File: src/hw/sbcw_pkg.sv
package sbcw_pkg;
	// Frame layout of every control word
	localparam int FRAME_BITS = 16;
	localparam logic [4:0] FRAME_LEN = 5'h10;
	localparam logic [4:0] ADDR_LEN = 5'h03;
	localparam int ADDR_MSB = 15;
	localparam int ADDR_LSB = 13;
	localparam int ACCESS_BIT = 12;

	// Register select codes
	localparam logic [2:0] ADDR_WD_STATUS = 3'h0;
	localparam logic [2:0] ADDR_MODE_CTRL = 3'h1;

	// Watchdog-and-status field positions
	localparam int WMS_BIT = 11;
	localparam int PERIOD_MSB = 10;
	localparam int PERIOD_LSB = 8;
	localparam int WOFF_BIT = 7;
	localparam int MAINUV_BIT = 6;
	localparam int XCVRUV_BIT = 5;
	localparam int LOCAL_WAKE_INPUT_ONE_BIT = 4;
	localparam int LOCAL_WAKE_INPUT_TWO_BIT = 3;

	// Mode-control field positions
	localparam int MODE_MSB = 11;
	localparam int MODE_LSB = 10;

	// Reset values
	localparam logic WMS_RST = 1'h0;
	localparam logic [2:0] PERIOD_RST = 3'h4;
	localparam logic [1:0] MODE_RST = 2'h0;

	// Operating mode codes
	localparam logic [1:0] MODE_STANDBY = 2'h0;
	localparam logic [1:0] MODE_SLEEP = 2'h1;
	localparam logic [1:0] MODE_NORMAL_XOFF = 2'h2;
	localparam logic [1:0] MODE_NORMAL_XON = 2'h3;

	// Nominal watchdog period in ms, indexed by period code
	localparam logic [12:0] PERIOD_MS [8] = '{13'h0008, 13'h0010, 13'h0020, 13'h0040,
		13'h0080, 13'h0100, 13'h0400, 13'h1000};

	typedef enum logic [1:0] {
		SBCW_WD_OFF,
		SBCW_WD_WINDOW,
		SBCW_WD_TIMEOUT
	} sbcw_wdmode_e;
endpackage : sbcw_pkg

File: src/hw/sbcw_mode_regs.sv
`timescale 1ns/1ps
// Summary of operation
// - Top three frame bits select the register
// - Bit 12 set means read back only
// - Select 0: window in Normal, timeout Standby
// - Select 1: timeout in Normal, off Standby
// - Period code picks 8 to 4096 ms
// - Bit 7 reads disable pin level
// - Writing bit 7 high requests soft reset
// - Bit 6 reports main supply undervoltage
// - Bit 5 reports transceiver supply undervoltage
// - Bit 4 reports wake input one level
// - Bit 3 reports wake input two level
// - Mode codes: standby, sleep, normal supply off
// - Mode code 11: normal, transceiver supply on
module sbcw_mode_regs (
	input wire logic sys_clk,
	input wire logic sys_rst,
	input wire logic spiClk,
	input wire logic spiCsN,
	input wire logic spiDataIn,
	output logic spiDataOut,
	output logic spiDataOutEn,
	input wire logic watchdogDisablePin,
	input wire logic mainSupplyUndervolt,
	input wire logic xcvrSupplyUndervolt,
	input wire logic wakeInputOneLevel,
	input wire logic wakeInputTwoLevel,
	output logic [1:0] operatingMode,
	output logic xcvrSupplyEnable,
	output logic watchdogModeSelect,
	output logic [2:0] watchdogPeriodCode,
	output logic [12:0] watchdogPeriodMs,
	output sbcw_pkg::sbcw_wdmode_e watchdogMode,
	output logic softResetReq
);
	logic frameDone;
	logic [15:0] rxWord;
	logic [2:0] rxAddr;
	logic [12:0] txData;
	logic writeStrobe;
	logic [2:0] frameAddr;
	logic [2:0] framePeriod;
	logic [1:0] frameMode;

	logic wdSel_reg, wdSel_next;
	logic [2:0] period_reg, period_next;
	logic [1:0] mode_reg, mode_next;
	logic softRst_reg, softRst_next;
	logic xcvrEn_reg, xcvrEn_next;

	////////////////////////////////////////////////////////////////
	// Serial front end
	sbcw_spi_shift shifter (
		.sys_clk(sys_clk),
		.sys_rst(sys_rst),
		.spiClk(spiClk),
		.spiCsN(spiCsN),
		.spiDataIn(spiDataIn),
		.spiDataOut(spiDataOut),
		.spiDataOutEn(spiDataOutEn),
		.txData(txData),
		.rxAddr(rxAddr),
		.frameDone(frameDone),
		.rxWord(rxWord)
	);

	////////////////////////////////////////////////////////////////
	// Fields of the completed frame
	assign frameAddr = rxWord[sbcw_pkg::ADDR_MSB:sbcw_pkg::ADDR_LSB];
	assign framePeriod = rxWord[sbcw_pkg::PERIOD_MSB:sbcw_pkg::PERIOD_LSB];
	assign frameMode = rxWord[sbcw_pkg::MODE_MSB:sbcw_pkg::MODE_LSB];
	// A set access flag turns the frame into a pure read
	assign writeStrobe = frameDone && !rxWord[sbcw_pkg::ACCESS_BIT];

	////////////////////////////////////////////////////////////////
	// Readback of bits 12:0 for the addressed register; status is live
	always_comb begin
		txData = 13'h0000;
		unique case (rxAddr)
			sbcw_pkg::ADDR_WD_STATUS: begin
				txData[sbcw_pkg::WMS_BIT] = wdSel_reg;
				txData[sbcw_pkg::PERIOD_MSB:sbcw_pkg::PERIOD_LSB] = period_reg;
				txData[sbcw_pkg::WOFF_BIT] = watchdogDisablePin;
				txData[sbcw_pkg::MAINUV_BIT] = mainSupplyUndervolt;
				txData[sbcw_pkg::XCVRUV_BIT] = xcvrSupplyUndervolt;
				txData[sbcw_pkg::LOCAL_WAKE_INPUT_ONE_BIT] = wakeInputOneLevel;
				txData[sbcw_pkg::LOCAL_WAKE_INPUT_TWO_BIT] = wakeInputTwoLevel;
				// Reserved 2:0 stay at their zero default
			end
			sbcw_pkg::ADDR_MODE_CTRL: begin
				txData[sbcw_pkg::MODE_MSB:sbcw_pkg::MODE_LSB] = mode_reg;
			end
			default: txData = 13'h0000; // Other register codes live elsewhere
		endcase
	end

	////////////////////////////////////////////////////////////////
	// Writable fields update only on a complete write frame
	always_comb begin
		wdSel_next = wdSel_reg;
		period_next = period_reg;
		mode_next = mode_reg;
		softRst_next = 1'b0;
		if (writeStrobe) begin
			if (frameAddr == sbcw_pkg::ADDR_WD_STATUS) begin
				wdSel_next = rxWord[sbcw_pkg::WMS_BIT];
				period_next = framePeriod;
				// Status bits written here have no storage
				softRst_next = rxWord[sbcw_pkg::WOFF_BIT];
			end else if (frameAddr == sbcw_pkg::ADDR_MODE_CTRL) begin
				mode_next = frameMode;
			end
		end
		// Only code 11 powers the transceiver supply
		xcvrEn_next = (mode_next == sbcw_pkg::MODE_NORMAL_XON);
	end

	// Period code falls back to its default on every reset
	always_ff @(posedge sys_clk) begin
		if (sys_rst) begin
			wdSel_reg <= sbcw_pkg::WMS_RST;
			period_reg <= sbcw_pkg::PERIOD_RST;
			mode_reg <= sbcw_pkg::MODE_RST;
			softRst_reg <= 1'b0;
			xcvrEn_reg <= 1'b0;
		end else begin
			wdSel_reg <= wdSel_next;
			period_reg <= period_next;
			mode_reg <= mode_next;
			softRst_reg <= softRst_next;
			xcvrEn_reg <= xcvrEn_next;
		end
	end

	assign operatingMode = mode_reg;
	assign xcvrSupplyEnable = xcvrEn_reg;
	assign watchdogModeSelect = wdSel_reg;
	assign watchdogPeriodCode = period_reg;
	// Soft reset is a one-cycle request; the reset unit turns it into sys_rst
	assign softResetReq = softRst_reg;

	////////////////////////////////////////////////////////////////
	// Watchdog mode resolution, one cycle behind the stored fields
	sbcw_wd_decode decoder (
		.sys_clk(sys_clk),
		.sys_rst(sys_rst),
		.opMode(mode_reg),
		.wdModeSelect(wdSel_reg),
		.wdDisablePin(watchdogDisablePin),
		.periodCode(period_reg),
		.wdMode(watchdogMode),
		.wdPeriodMs(watchdogPeriodMs)
	);
endmodule : sbcw_mode_regs

File: src/hw/sbcw_spi_shift.sv
`timescale 1ns/1ps
module sbcw_spi_shift (
	input wire logic sys_clk,
	input wire logic sys_rst,
	input wire logic spiClk,
	input wire logic spiCsN,
	input wire logic spiDataIn,
	output logic spiDataOut,
	output logic spiDataOutEn,
	input wire logic [12:0] txData,
	output logic [2:0] rxAddr,
	output logic frameDone,
	output logic [15:0] rxWord
);
	logic sckPrev_reg, sckPrev_next;
	logic csPrev_reg, csPrev_next;
	logic [4:0] bitCnt_reg, bitCnt_next;
	logic [15:0] rxShift_reg, rxShift_next;
	logic [2:0] addr_reg, addr_next;
	logic dout_reg, dout_next;
	logic done_reg, done_next;
	logic sckRise, sckFall, csFall, csRise;
	logic [15:0] txWord;
	logic [3:0] txIdx;

	////////////////////////////////////////////////////////////////
	// Edge detection on the pin levels, taken as synchronous
	assign sckRise = spiClk && !sckPrev_reg;
	assign sckFall = !spiClk && sckPrev_reg;
	assign csFall = !spiCsN && csPrev_reg;
	assign csRise = spiCsN && !csPrev_reg;
	// Address bits are not known yet when they go out, so they return zero
	assign txWord = {3'h0, txData};
	assign txIdx = 4'(5'h0f - bitCnt_reg);

	// Sample on falling clock, shift out on rising clock
	always_comb begin
		sckPrev_next = spiClk;
		csPrev_next = spiCsN;
		bitCnt_next = bitCnt_reg;
		rxShift_next = rxShift_reg;
		addr_next = addr_reg;
		dout_next = dout_reg;
		done_next = 1'b0;
		if (csFall) begin
			bitCnt_next = 5'h00;
			rxShift_next = 16'h0000;
			dout_next = 1'b0;
		end else if (!spiCsN && sckFall) begin
			// Count past sixteen so a long frame is told apart from a full one
			if (bitCnt_reg < sbcw_pkg::FRAME_LEN) begin
				rxShift_next = {rxShift_reg[14:0], spiDataIn};
			end
			if (bitCnt_reg != 5'h1f) begin
				bitCnt_next = bitCnt_reg + 5'h01;
			end
			if (bitCnt_next == sbcw_pkg::ADDR_LEN) begin
				addr_next = {rxShift_reg[1:0], spiDataIn};
			end
		end else if (!spiCsN && sckRise) begin
			// Full-duplex readback of the addressed register
			dout_next = (bitCnt_reg < sbcw_pkg::FRAME_LEN) ? txWord[txIdx] : 1'b0;
		end
		// Short or long frames are dropped whole
		if (csRise && bitCnt_reg == sbcw_pkg::FRAME_LEN) begin
			done_next = 1'b1;
		end
	end

	always_ff @(posedge sys_clk) begin
		if (sys_rst) begin
			sckPrev_reg <= 1'b0;
			csPrev_reg <= 1'b1;
			bitCnt_reg <= 5'h00;
			rxShift_reg <= 16'h0000;
			addr_reg <= 3'h0;
			dout_reg <= 1'b0;
			done_reg <= 1'b0;
		end else begin
			sckPrev_reg <= sckPrev_next;
			csPrev_reg <= csPrev_next;
			bitCnt_reg <= bitCnt_next;
			rxShift_reg <= rxShift_next;
			addr_reg <= addr_next;
			dout_reg <= dout_next;
			done_reg <= done_next;
		end
	end

	assign spiDataOut = dout_reg;
	assign spiDataOutEn = !spiCsN;
	assign rxAddr = addr_reg;
	assign frameDone = done_reg;
	assign rxWord = rxShift_reg;
endmodule : sbcw_spi_shift

File: src/hw/sbcw_wd_decode.sv
`timescale 1ns/1ps
module sbcw_wd_decode (
	input wire logic sys_clk,
	input wire logic sys_rst,
	input wire logic [1:0] opMode,
	input wire logic wdModeSelect,
	input wire logic wdDisablePin,
	input wire logic [2:0] periodCode,
	output sbcw_pkg::sbcw_wdmode_e wdMode,
	output logic [12:0] wdPeriodMs
);
	sbcw_pkg::sbcw_wdmode_e mode_reg, mode_next;
	logic [12:0] ms_reg, ms_next;

	////////////////////////////////////////////////////////////////
	// Pin override first, then mode select against operating mode
	always_comb begin
		ms_next = sbcw_pkg::PERIOD_MS[periodCode];
		mode_next = sbcw_pkg::SBCW_WD_OFF;
		if (!wdDisablePin) begin
			unique case (opMode)
				sbcw_pkg::MODE_STANDBY: mode_next = wdModeSelect ?
					sbcw_pkg::SBCW_WD_OFF : sbcw_pkg::SBCW_WD_TIMEOUT;
				sbcw_pkg::MODE_SLEEP: mode_next = sbcw_pkg::SBCW_WD_OFF;
				sbcw_pkg::MODE_NORMAL_XOFF,
				sbcw_pkg::MODE_NORMAL_XON: mode_next = wdModeSelect ?
					sbcw_pkg::SBCW_WD_TIMEOUT : sbcw_pkg::SBCW_WD_WINDOW;
			endcase
		end
	end

	always_ff @(posedge sys_clk) begin
		if (sys_rst) begin
			mode_reg <= sbcw_pkg::SBCW_WD_OFF;
			ms_reg <= 13'h0000;
		end else begin
			mode_reg <= mode_next;
			ms_reg <= ms_next;
		end
	end

	assign wdMode = mode_reg;
	assign wdPeriodMs = ms_reg;
endmodule : sbcw_wd_decode

File: config.mk
export PLATFORM = sky130hd
export DESIGN_NAME = sbcw_mode_regs
export DESIGN_NICKNAME = d
export VERILOG_FILES = /design/src/hw/sbcw_pkg.sv /design/src/hw/sbcw_mode_regs.sv /design/src/hw/sbcw_spi_shift.sv /design/src/hw/sbcw_wd_decode.sv
export SDC_FILE = /design/constraint.sdc
export NUM_CORES = 1
export LEC_CHECK = 0
export ABC_AREA = 1
export BUFFER_PORTS_ARGS = -buffer_cell sky130_fd_sc_hd__buf_4
export CAP_MARGIN = 0
export CORE_ASPECT_RATIO = 1.4
export CORE_MARGIN = 2
export CORE_UTILIZATION = 30
export CTS_CLUSTER_SIZE = 8
export DETAILED_ROUTE_END_ITERATION = 8
export SLEW_MARGIN = 10
export SYNTH_ARGS = -nofsm -noshare
export SYNTH_HDL_FRONTEND = slang
export SYNTH_SLANG_ARGS = --single-unit
File: constraint.sdc
create_clock -name sys_clk -period 1.88 [get_ports sys_clk]
set_input_delay 0.188 -clock sys_clk [delete_from_list [all_inputs] [get_ports sys_clk]]
set_output_delay 0.188 -clock sys_clk [all_outputs]
set_load 0.03 [all_outputs]
==> impl_metrics.env, run 1 <==
export IMPL_status="complete, no violations"
export IMPL_drive_gt1_frac=0.2000
export IMPL_start_kind="register"
export IMPL_min_path_type="in2reg"
export IMPL_synth_async_sr_flop_share=0
export IMPL_end_kind="register"
export IMPL_drc=0
export IMPL_clock_sinks=46
export IMPL_root_buffer="clkbuf_8"
export IMPL_cts_made_buffers=5
export IMPL_yosysTopAreaCellShare=0.4792
export IMPL_h_tree_depth=2
export IMPL_overflow=0
export IMPL_cp_slowest_stage_delay_ps=340
export IMPL_antenna_cells=0
export IMPL_p_leak_nw=1.054
export IMPL_placementRows=34
export IMPL_largest_reg_flops=16
export IMPL_die_area_um2=7071
export IMPL_layout_nets=290
export IMPL_ant_nets=0
export IMPL_synth_seq_cells=46
export IMPL_fmax_mhz=698.8
export IMPL_wl_per_cell_um=11.45
export IMPL_pwr_share_comb=0.066
export IMPL_path_buf_inv=0
export IMPL_irDropWorstVdd_uv=257.8
export IMPL_grt_first_pass_wirelength_um=6879
export IMPL_post_cts_buffers=0
export IMPL_cts_max_path_buffers=2
export IMPL_via_count=1619
export IMPL_hpwlAfterDp_um=3033
export IMPL_drt_iter0_markers=89
export IMPL_switchingPower_mw=0.4155
export IMPL_max_cap_viol_count=0
export IMPL_grt_max_degree=21
export IMPL_io_buffers=29
export IMPL_clock_power_share=0.394
export IMPL_die_w_um=71.65
export IMPL_hold_violations=0
export IMPL_gp_congestion=0.7815
export IMPL_synth_main_ff_cell="dfxtp_1"
export IMPL_syn_inst=249
export IMPL_powerDensity_nw_per_um2=802.6
export IMPL_firstDrtPassIters=4
export IMPL_die_h_um=98.70
export IMPL_p_sw_frac=0.2257
export IMPL_yosysTopAreaCell="dfxtp_1"
export IMPL_cp_top_family="simple AND/OR/NAND/NOR gates"
export IMPL_synth_most_common_cell="dfxtp_1"
export IMPL_synth_distinct_cells=31
export IMPL_antenna_found_initial=0
export IMPL_setup_viol=0
export IMPL_synth_area_um2=1922
export IMPL_grtUsageTotal=0.1214
export IMPL_rsz0062_at_grt="false"
export IMPL_holdBufCountCts=0
export IMPL_clock_latency_ps=290
export IMPL_fin_crit_ps=1431
export IMPL_cts_tree="built"
export IMPL_cp_cell_sequence="ha_1, nand2_4, nor2_8, nand2_4, nand2_2, o21ai_2, nor2_4, nand3_1, nand2_1, nor2_1"
export IMPL_slowest_stage="dfxtp_1"
export IMPL_vias_per_cell=4.599
export IMPL_io_pins=35
export IMPL_syn2layout_area_growth_pct=19.34
export IMPL_synth_area_top_cells="dfxtp_1 48%, nor2_1 6.4%, nand2_1 5.9%"
export IMPL_yosysWarnings=0
export IMPL_grt_pass1_vias=1548
export IMPL_fin_skew_ps=7.994
export IMPL_ys_top_cells_by_count="46 x dfxtp_1, 33 x nor2_1, 30 x nand2_1"
export IMPL_path_clk_slew_ps=90
export IMPL_totalPowerFinal_mw=1.841
export IMPL_internal_power_mw=1.425
export IMPL_path_class="reg2reg"
export IMPL_critPathMaxFanout=6
export IMPL_synth_edff_count=0
export IMPL_routed_wl_um=4032
export IMPL_crit_arrival_ps=1620
export IMPL_setup_tns_ps=0
export IMPL_worst_path_most_repeated_cell="nand2_4"
export IMPL_seq_area_frac_synth=0.4792
export IMPL_fin_hold_ws_ps=55.11
export IMPL_start_util=0.3094
export IMPL_core_area_um2=6211
export IMPL_p_seq_frac=0.541
export IMPL_min_period_over_period=0.7611
export IMPL_syn_avg_cell_area_um2=7.718
export IMPL_required_ps=2070
export IMPL_finalMaxSlewViolations=0
export IMPL_cts_resized=0
## routing by layer
layer  GRT usage  up-vias  share of wire
met3     0.03067        8          0.040
met1      0.1439      722           0.44
met4     0.05370        0          0.022
met2      0.2044       39           0.50
li1            -      850              -
met5           0        -              0
## worst paths after layout
check | start | end | slack (ps) | depth (start not counted)
max | shifter.bitCnt_reg[1]$_SDFFE_PP0P_ | shifter.rxAddr[1]$_SDFFE_PP0P_ | 450 | 10
min | watchdogDisablePin | decoder.wdMode[0]$_SDFF_PP0_ | 60 | 2
max reg2reg | shifter.bitCnt_reg[1]$_SDFFE_PP0P_ | shifter.rxAddr[1]$_SDFFE_PP0P_ | 450 | 10
min reg2reg | shifter.csPrev_reg$_SDFF_PP1_ | shifter.frameDone$_SDFF_PP0_ | 450 | 1
## area by class of cell
type | instances | area [µm²]
clock buffer | 6 | 72.57
tap | 72 | 90.09
multi-input combinational | 161 | 798.3
sequential | 46 | 920.9
clock inverter | 2 | 37.54
timing repair buffer | 34 | 255.2
inverter | 31 | 118.9
fill | 649 | 3918
## through the flow
step           utilization  instance area [µm²]  instances  worst slack [ps]
2_1_floorplan            -                 1937        253             400.1
3_3_place_gp        0.3515                 2183        344             430.8
3_5_place_dp        0.3515                 2183        344             458.4
4_1_cts             0.3693                 2293        352             442.3
5_1_grt             0.3693                 2293        352             321.1
6_report            0.3693                 2293        352             449.1
## worst register-to-register path: cells and delay by family (launching register included)
family	cells	cell delay, ps
and+or+nand+nor	8	680
DFF	1	340
adders and majority gates	1	240
AOI/OAI and AO/OA	1	70
## power by group through the flow
stage | Sequential (mW) | Clock (mW) | Combinational, mW
final | 0.995 | 0.725 | 0.121
after global routing | 0.998 | 0.783 | 0.135
after CTS | 0.995 | 0.748 | 0.122
after detailed placement | 1.02 | 0 | 0.122
after global placement | 1.02 | 0 | 0.121
after floorplan | 1.02 | 0 | 0.0917
## layout by cell type, fill, tap and decap left out, drive strengths merged
master    instances
dfxtp            46
nor2             36
buf              34
nand2            33
inv              30
o21ai            26
a21oi            20
nand3            17
nor3             12
clkbuf            6
conb              5
a31oi             2
o211ai            2
nand3b            2
nor4              2
clkinv            1
xor2              1
xnor2             1
a21boi            1
ha                1
bufinv            1
clkinvlp          1
## kinds of logic (layout without fill, tap and decap cells)
logic type / Yosys count / in the layout / share of synthesized area
DFF: 46 / 46 / 0.4792
other: 1 / 5 / 0.001951
buffers and inverters: 46 / 73 / 0.1133
AOI/OAI and AO/OA: 51 / 51 / 0.1400
and+or+nand+nor: 102 / 102 / 0.2500
adders and majority gates: 1 / 1 / 0.006509
xor gates and xnor gates: 2 / 2 / 0.009116
Note: power is estimated with default switching activity, not from simulation.
==> run 2: changes to the inputs <==
clock period = 1.2 ns   (was 1.88 ns; I/O delays follow)
==> impl_metrics.env, run 2 (synthesis results as in run 1) <==
export IMPL_status="finished with violations"
export IMPL_violations="setup timing"
export IMPL_pwr_share_comb=0.081
export IMPL_cts_tree="built"
export IMPL_p_seq_frac=0.539
export IMPL_start_util=0.3094
export IMPL_placementRows=34
export IMPL_drc=0
export IMPL_p_leak_nw=1.172
export IMPL_die_area_um2=7071
export IMPL_fill_cells=645
export IMPL_layout_nets=310
export IMPL_die_h_um=98.70
export IMPL_min_period_over_period=1.143
export IMPL_io_buffers=29
export IMPL_drive_gt1_frac=0.3233
export IMPL_rsz0062_at_grt="true"
export IMPL_max_cap_viol_count=0
export IMPL_syn2layout_area_growth_pct=34.24
export IMPL_internal_power_mw=2.221
export IMPL_ant_nets=0
export IMPL_core_area_um2=6211
export IMPL_r2r_setup_slack_ps=-170
export IMPL_totalPowerFinal_mw=2.892
export IMPL_end_kind="register"
export IMPL_path_clk_slew_ps=90
export IMPL_required_ps=1390
export IMPL_grt_first_pass_wirelength_um=7031
export IMPL_fin_skew_ps=8.217
export IMPL_grtUsageTotal=0.1261
export IMPL_cts_max_path_buffers=2
export IMPL_critPathMaxFanout=6
export IMPL_antenna_cells=0
export IMPL_clock_latency_ps=300
export IMPL_h_tree_depth=2
export IMPL_gp_congestion=0.8077
export IMPL_start_kind="register"
export IMPL_die_w_um=71.65
export IMPL_layout_setup_ws_ps=-171.8
export IMPL_io_pins=35
export IMPL_crit_arrival_ps=1560
export IMPL_antenna_found_initial=0
export IMPL_root_buffer="clkbuf_8"
export IMPL_hold_violations=0
export IMPL_path_class="reg2reg"
export IMPL_hpwlAfterDp_um=3197
export IMPL_finalMaxSlewViolations=0
export IMPL_switchingPower_mw=0.6713
export IMPL_p_sw_frac=0.2321
export IMPL_layout_commonest_cell="buf_4"
export IMPL_final_cell_mix="50 x buf_4, 39 x dfxtp_1, 31 x nor2_1"
export IMPL_via_count=1717
export IMPL_grt_max_degree=21
export IMPL_clock_sinks=46
export IMPL_clock_power_share=0.380
export IMPL_setup_viol=5
export IMPL_irDropWorstVdd_uv=401.2
export IMPL_routed_wl_um=4349
export IMPL_firstDrtPassIters=4
export IMPL_fin_crit_ps=1372
export IMPL_powerDensity_nw_per_um2=1121
export IMPL_overflow=0
export IMPL_drt_iter0_markers=97
export IMPL_grt_pass1_vias=1498
export IMPL_place_worst_setup_slack_ps=-161.1
export IMPL_vias_per_cell=4.616
export IMPL_largest_reg_flops=16
export IMPL_fmax_mhz=728.9
export IMPL_min_path_type="in2reg"
export IMPL_cts_made_buffers=5
export IMPL_wl_per_cell_um=11.69
[run 2: worst max-delay path, cell delays in order, from the launching register on]
cell and delay (ps):
dfxtp_4 370, ha_4 160, nand2_4 70, nor2_8 100
nand2_4 70, nand2_2 60, o21ai_2 70, nor2_4 170
nand3_2 90, nand2_2 70, nor2_1 40
[run 2: layout make-up]
class | count | area (µm²) | share of cell area
inverter | 31 | 121.4 | 0.04704
tap | 72 | 90.09 | 0.03492
timing repair buffer | 54 | 436.7 | 0.1693
multi-input combinational | 161 | 889.6 | 0.3448
clock buffer | 8 | 110.1 | 0.04268
sequential | 46 | 932.1 | 0.3613
[run 2: worst paths after layout]
path | from | end | depth (start not counted)
worst max-delay path | shifter.bitCnt_reg[1]$_SDFFE_PP0P_ | shifter.rxAddr[0]$_SDFFE_PP0P_ | 10
worst min-delay path | spiCsN | shifter.csPrev_reg$_SDFF_PP1_ | 3
worst max register to register | shifter.bitCnt_reg[1]$_SDFFE_PP0P_ | shifter.rxAddr[0]$_SDFFE_PP0P_ | 10
worst min register to register | shifter.spiDataOut$_SDFFE_PP0P_ | shifter.spiDataOut$_SDFFE_PP0P_ | 2
[run 2: power groups by stage]
stage	combinational [mW]	sequential [mW]	clock (mW)
3_5_place_dp	0.220	1.59	0
5_1_grt	0.257	1.56	1.19
4_1_cts	0.224	1.56	1.13
6_report	0.234	1.56	1.10
3_3_place_gp	0.218	1.59	0
2_1_floorplan	0.144	1.60	0
[run 2: per-stage QoR]
stage	area (µm²)	setup TNS (ps)	utilization	cells	hold slack, ps
5_1_grt	2580	-1042	0.4154	372	74.78
4_1_cts	2484	-391.7	0.3999	370	51.21
6_report	2580	-504.6	0.4154	372	61.19
3_3_place_gp	2354	-353.3	0.3789	361	300.7
2_1_floorplan	1954	-226.4	-	253	196.8
3_5_place_dp	2354	-447.6	0.3789	361	302.6
[run 2: layer usage]
metal	up-vias	part of all wire	GRT usage
li1	892	-	-
met1	788	0.44	0.1548
met2	31	0.50	0.2108
met3	6	0.035	0.02761
met4	0	0.019	0.05225
met5	-	0	0
[run 2: repair_timing]
item                       in CTS  in global routing
pin swaps                       2                  7
buffers inserted                0                  2
hold endpoints to repair        1                  0
hold buffers                    1                  0
setup endpoints to repair       5                 30
resized for setup               3                 25
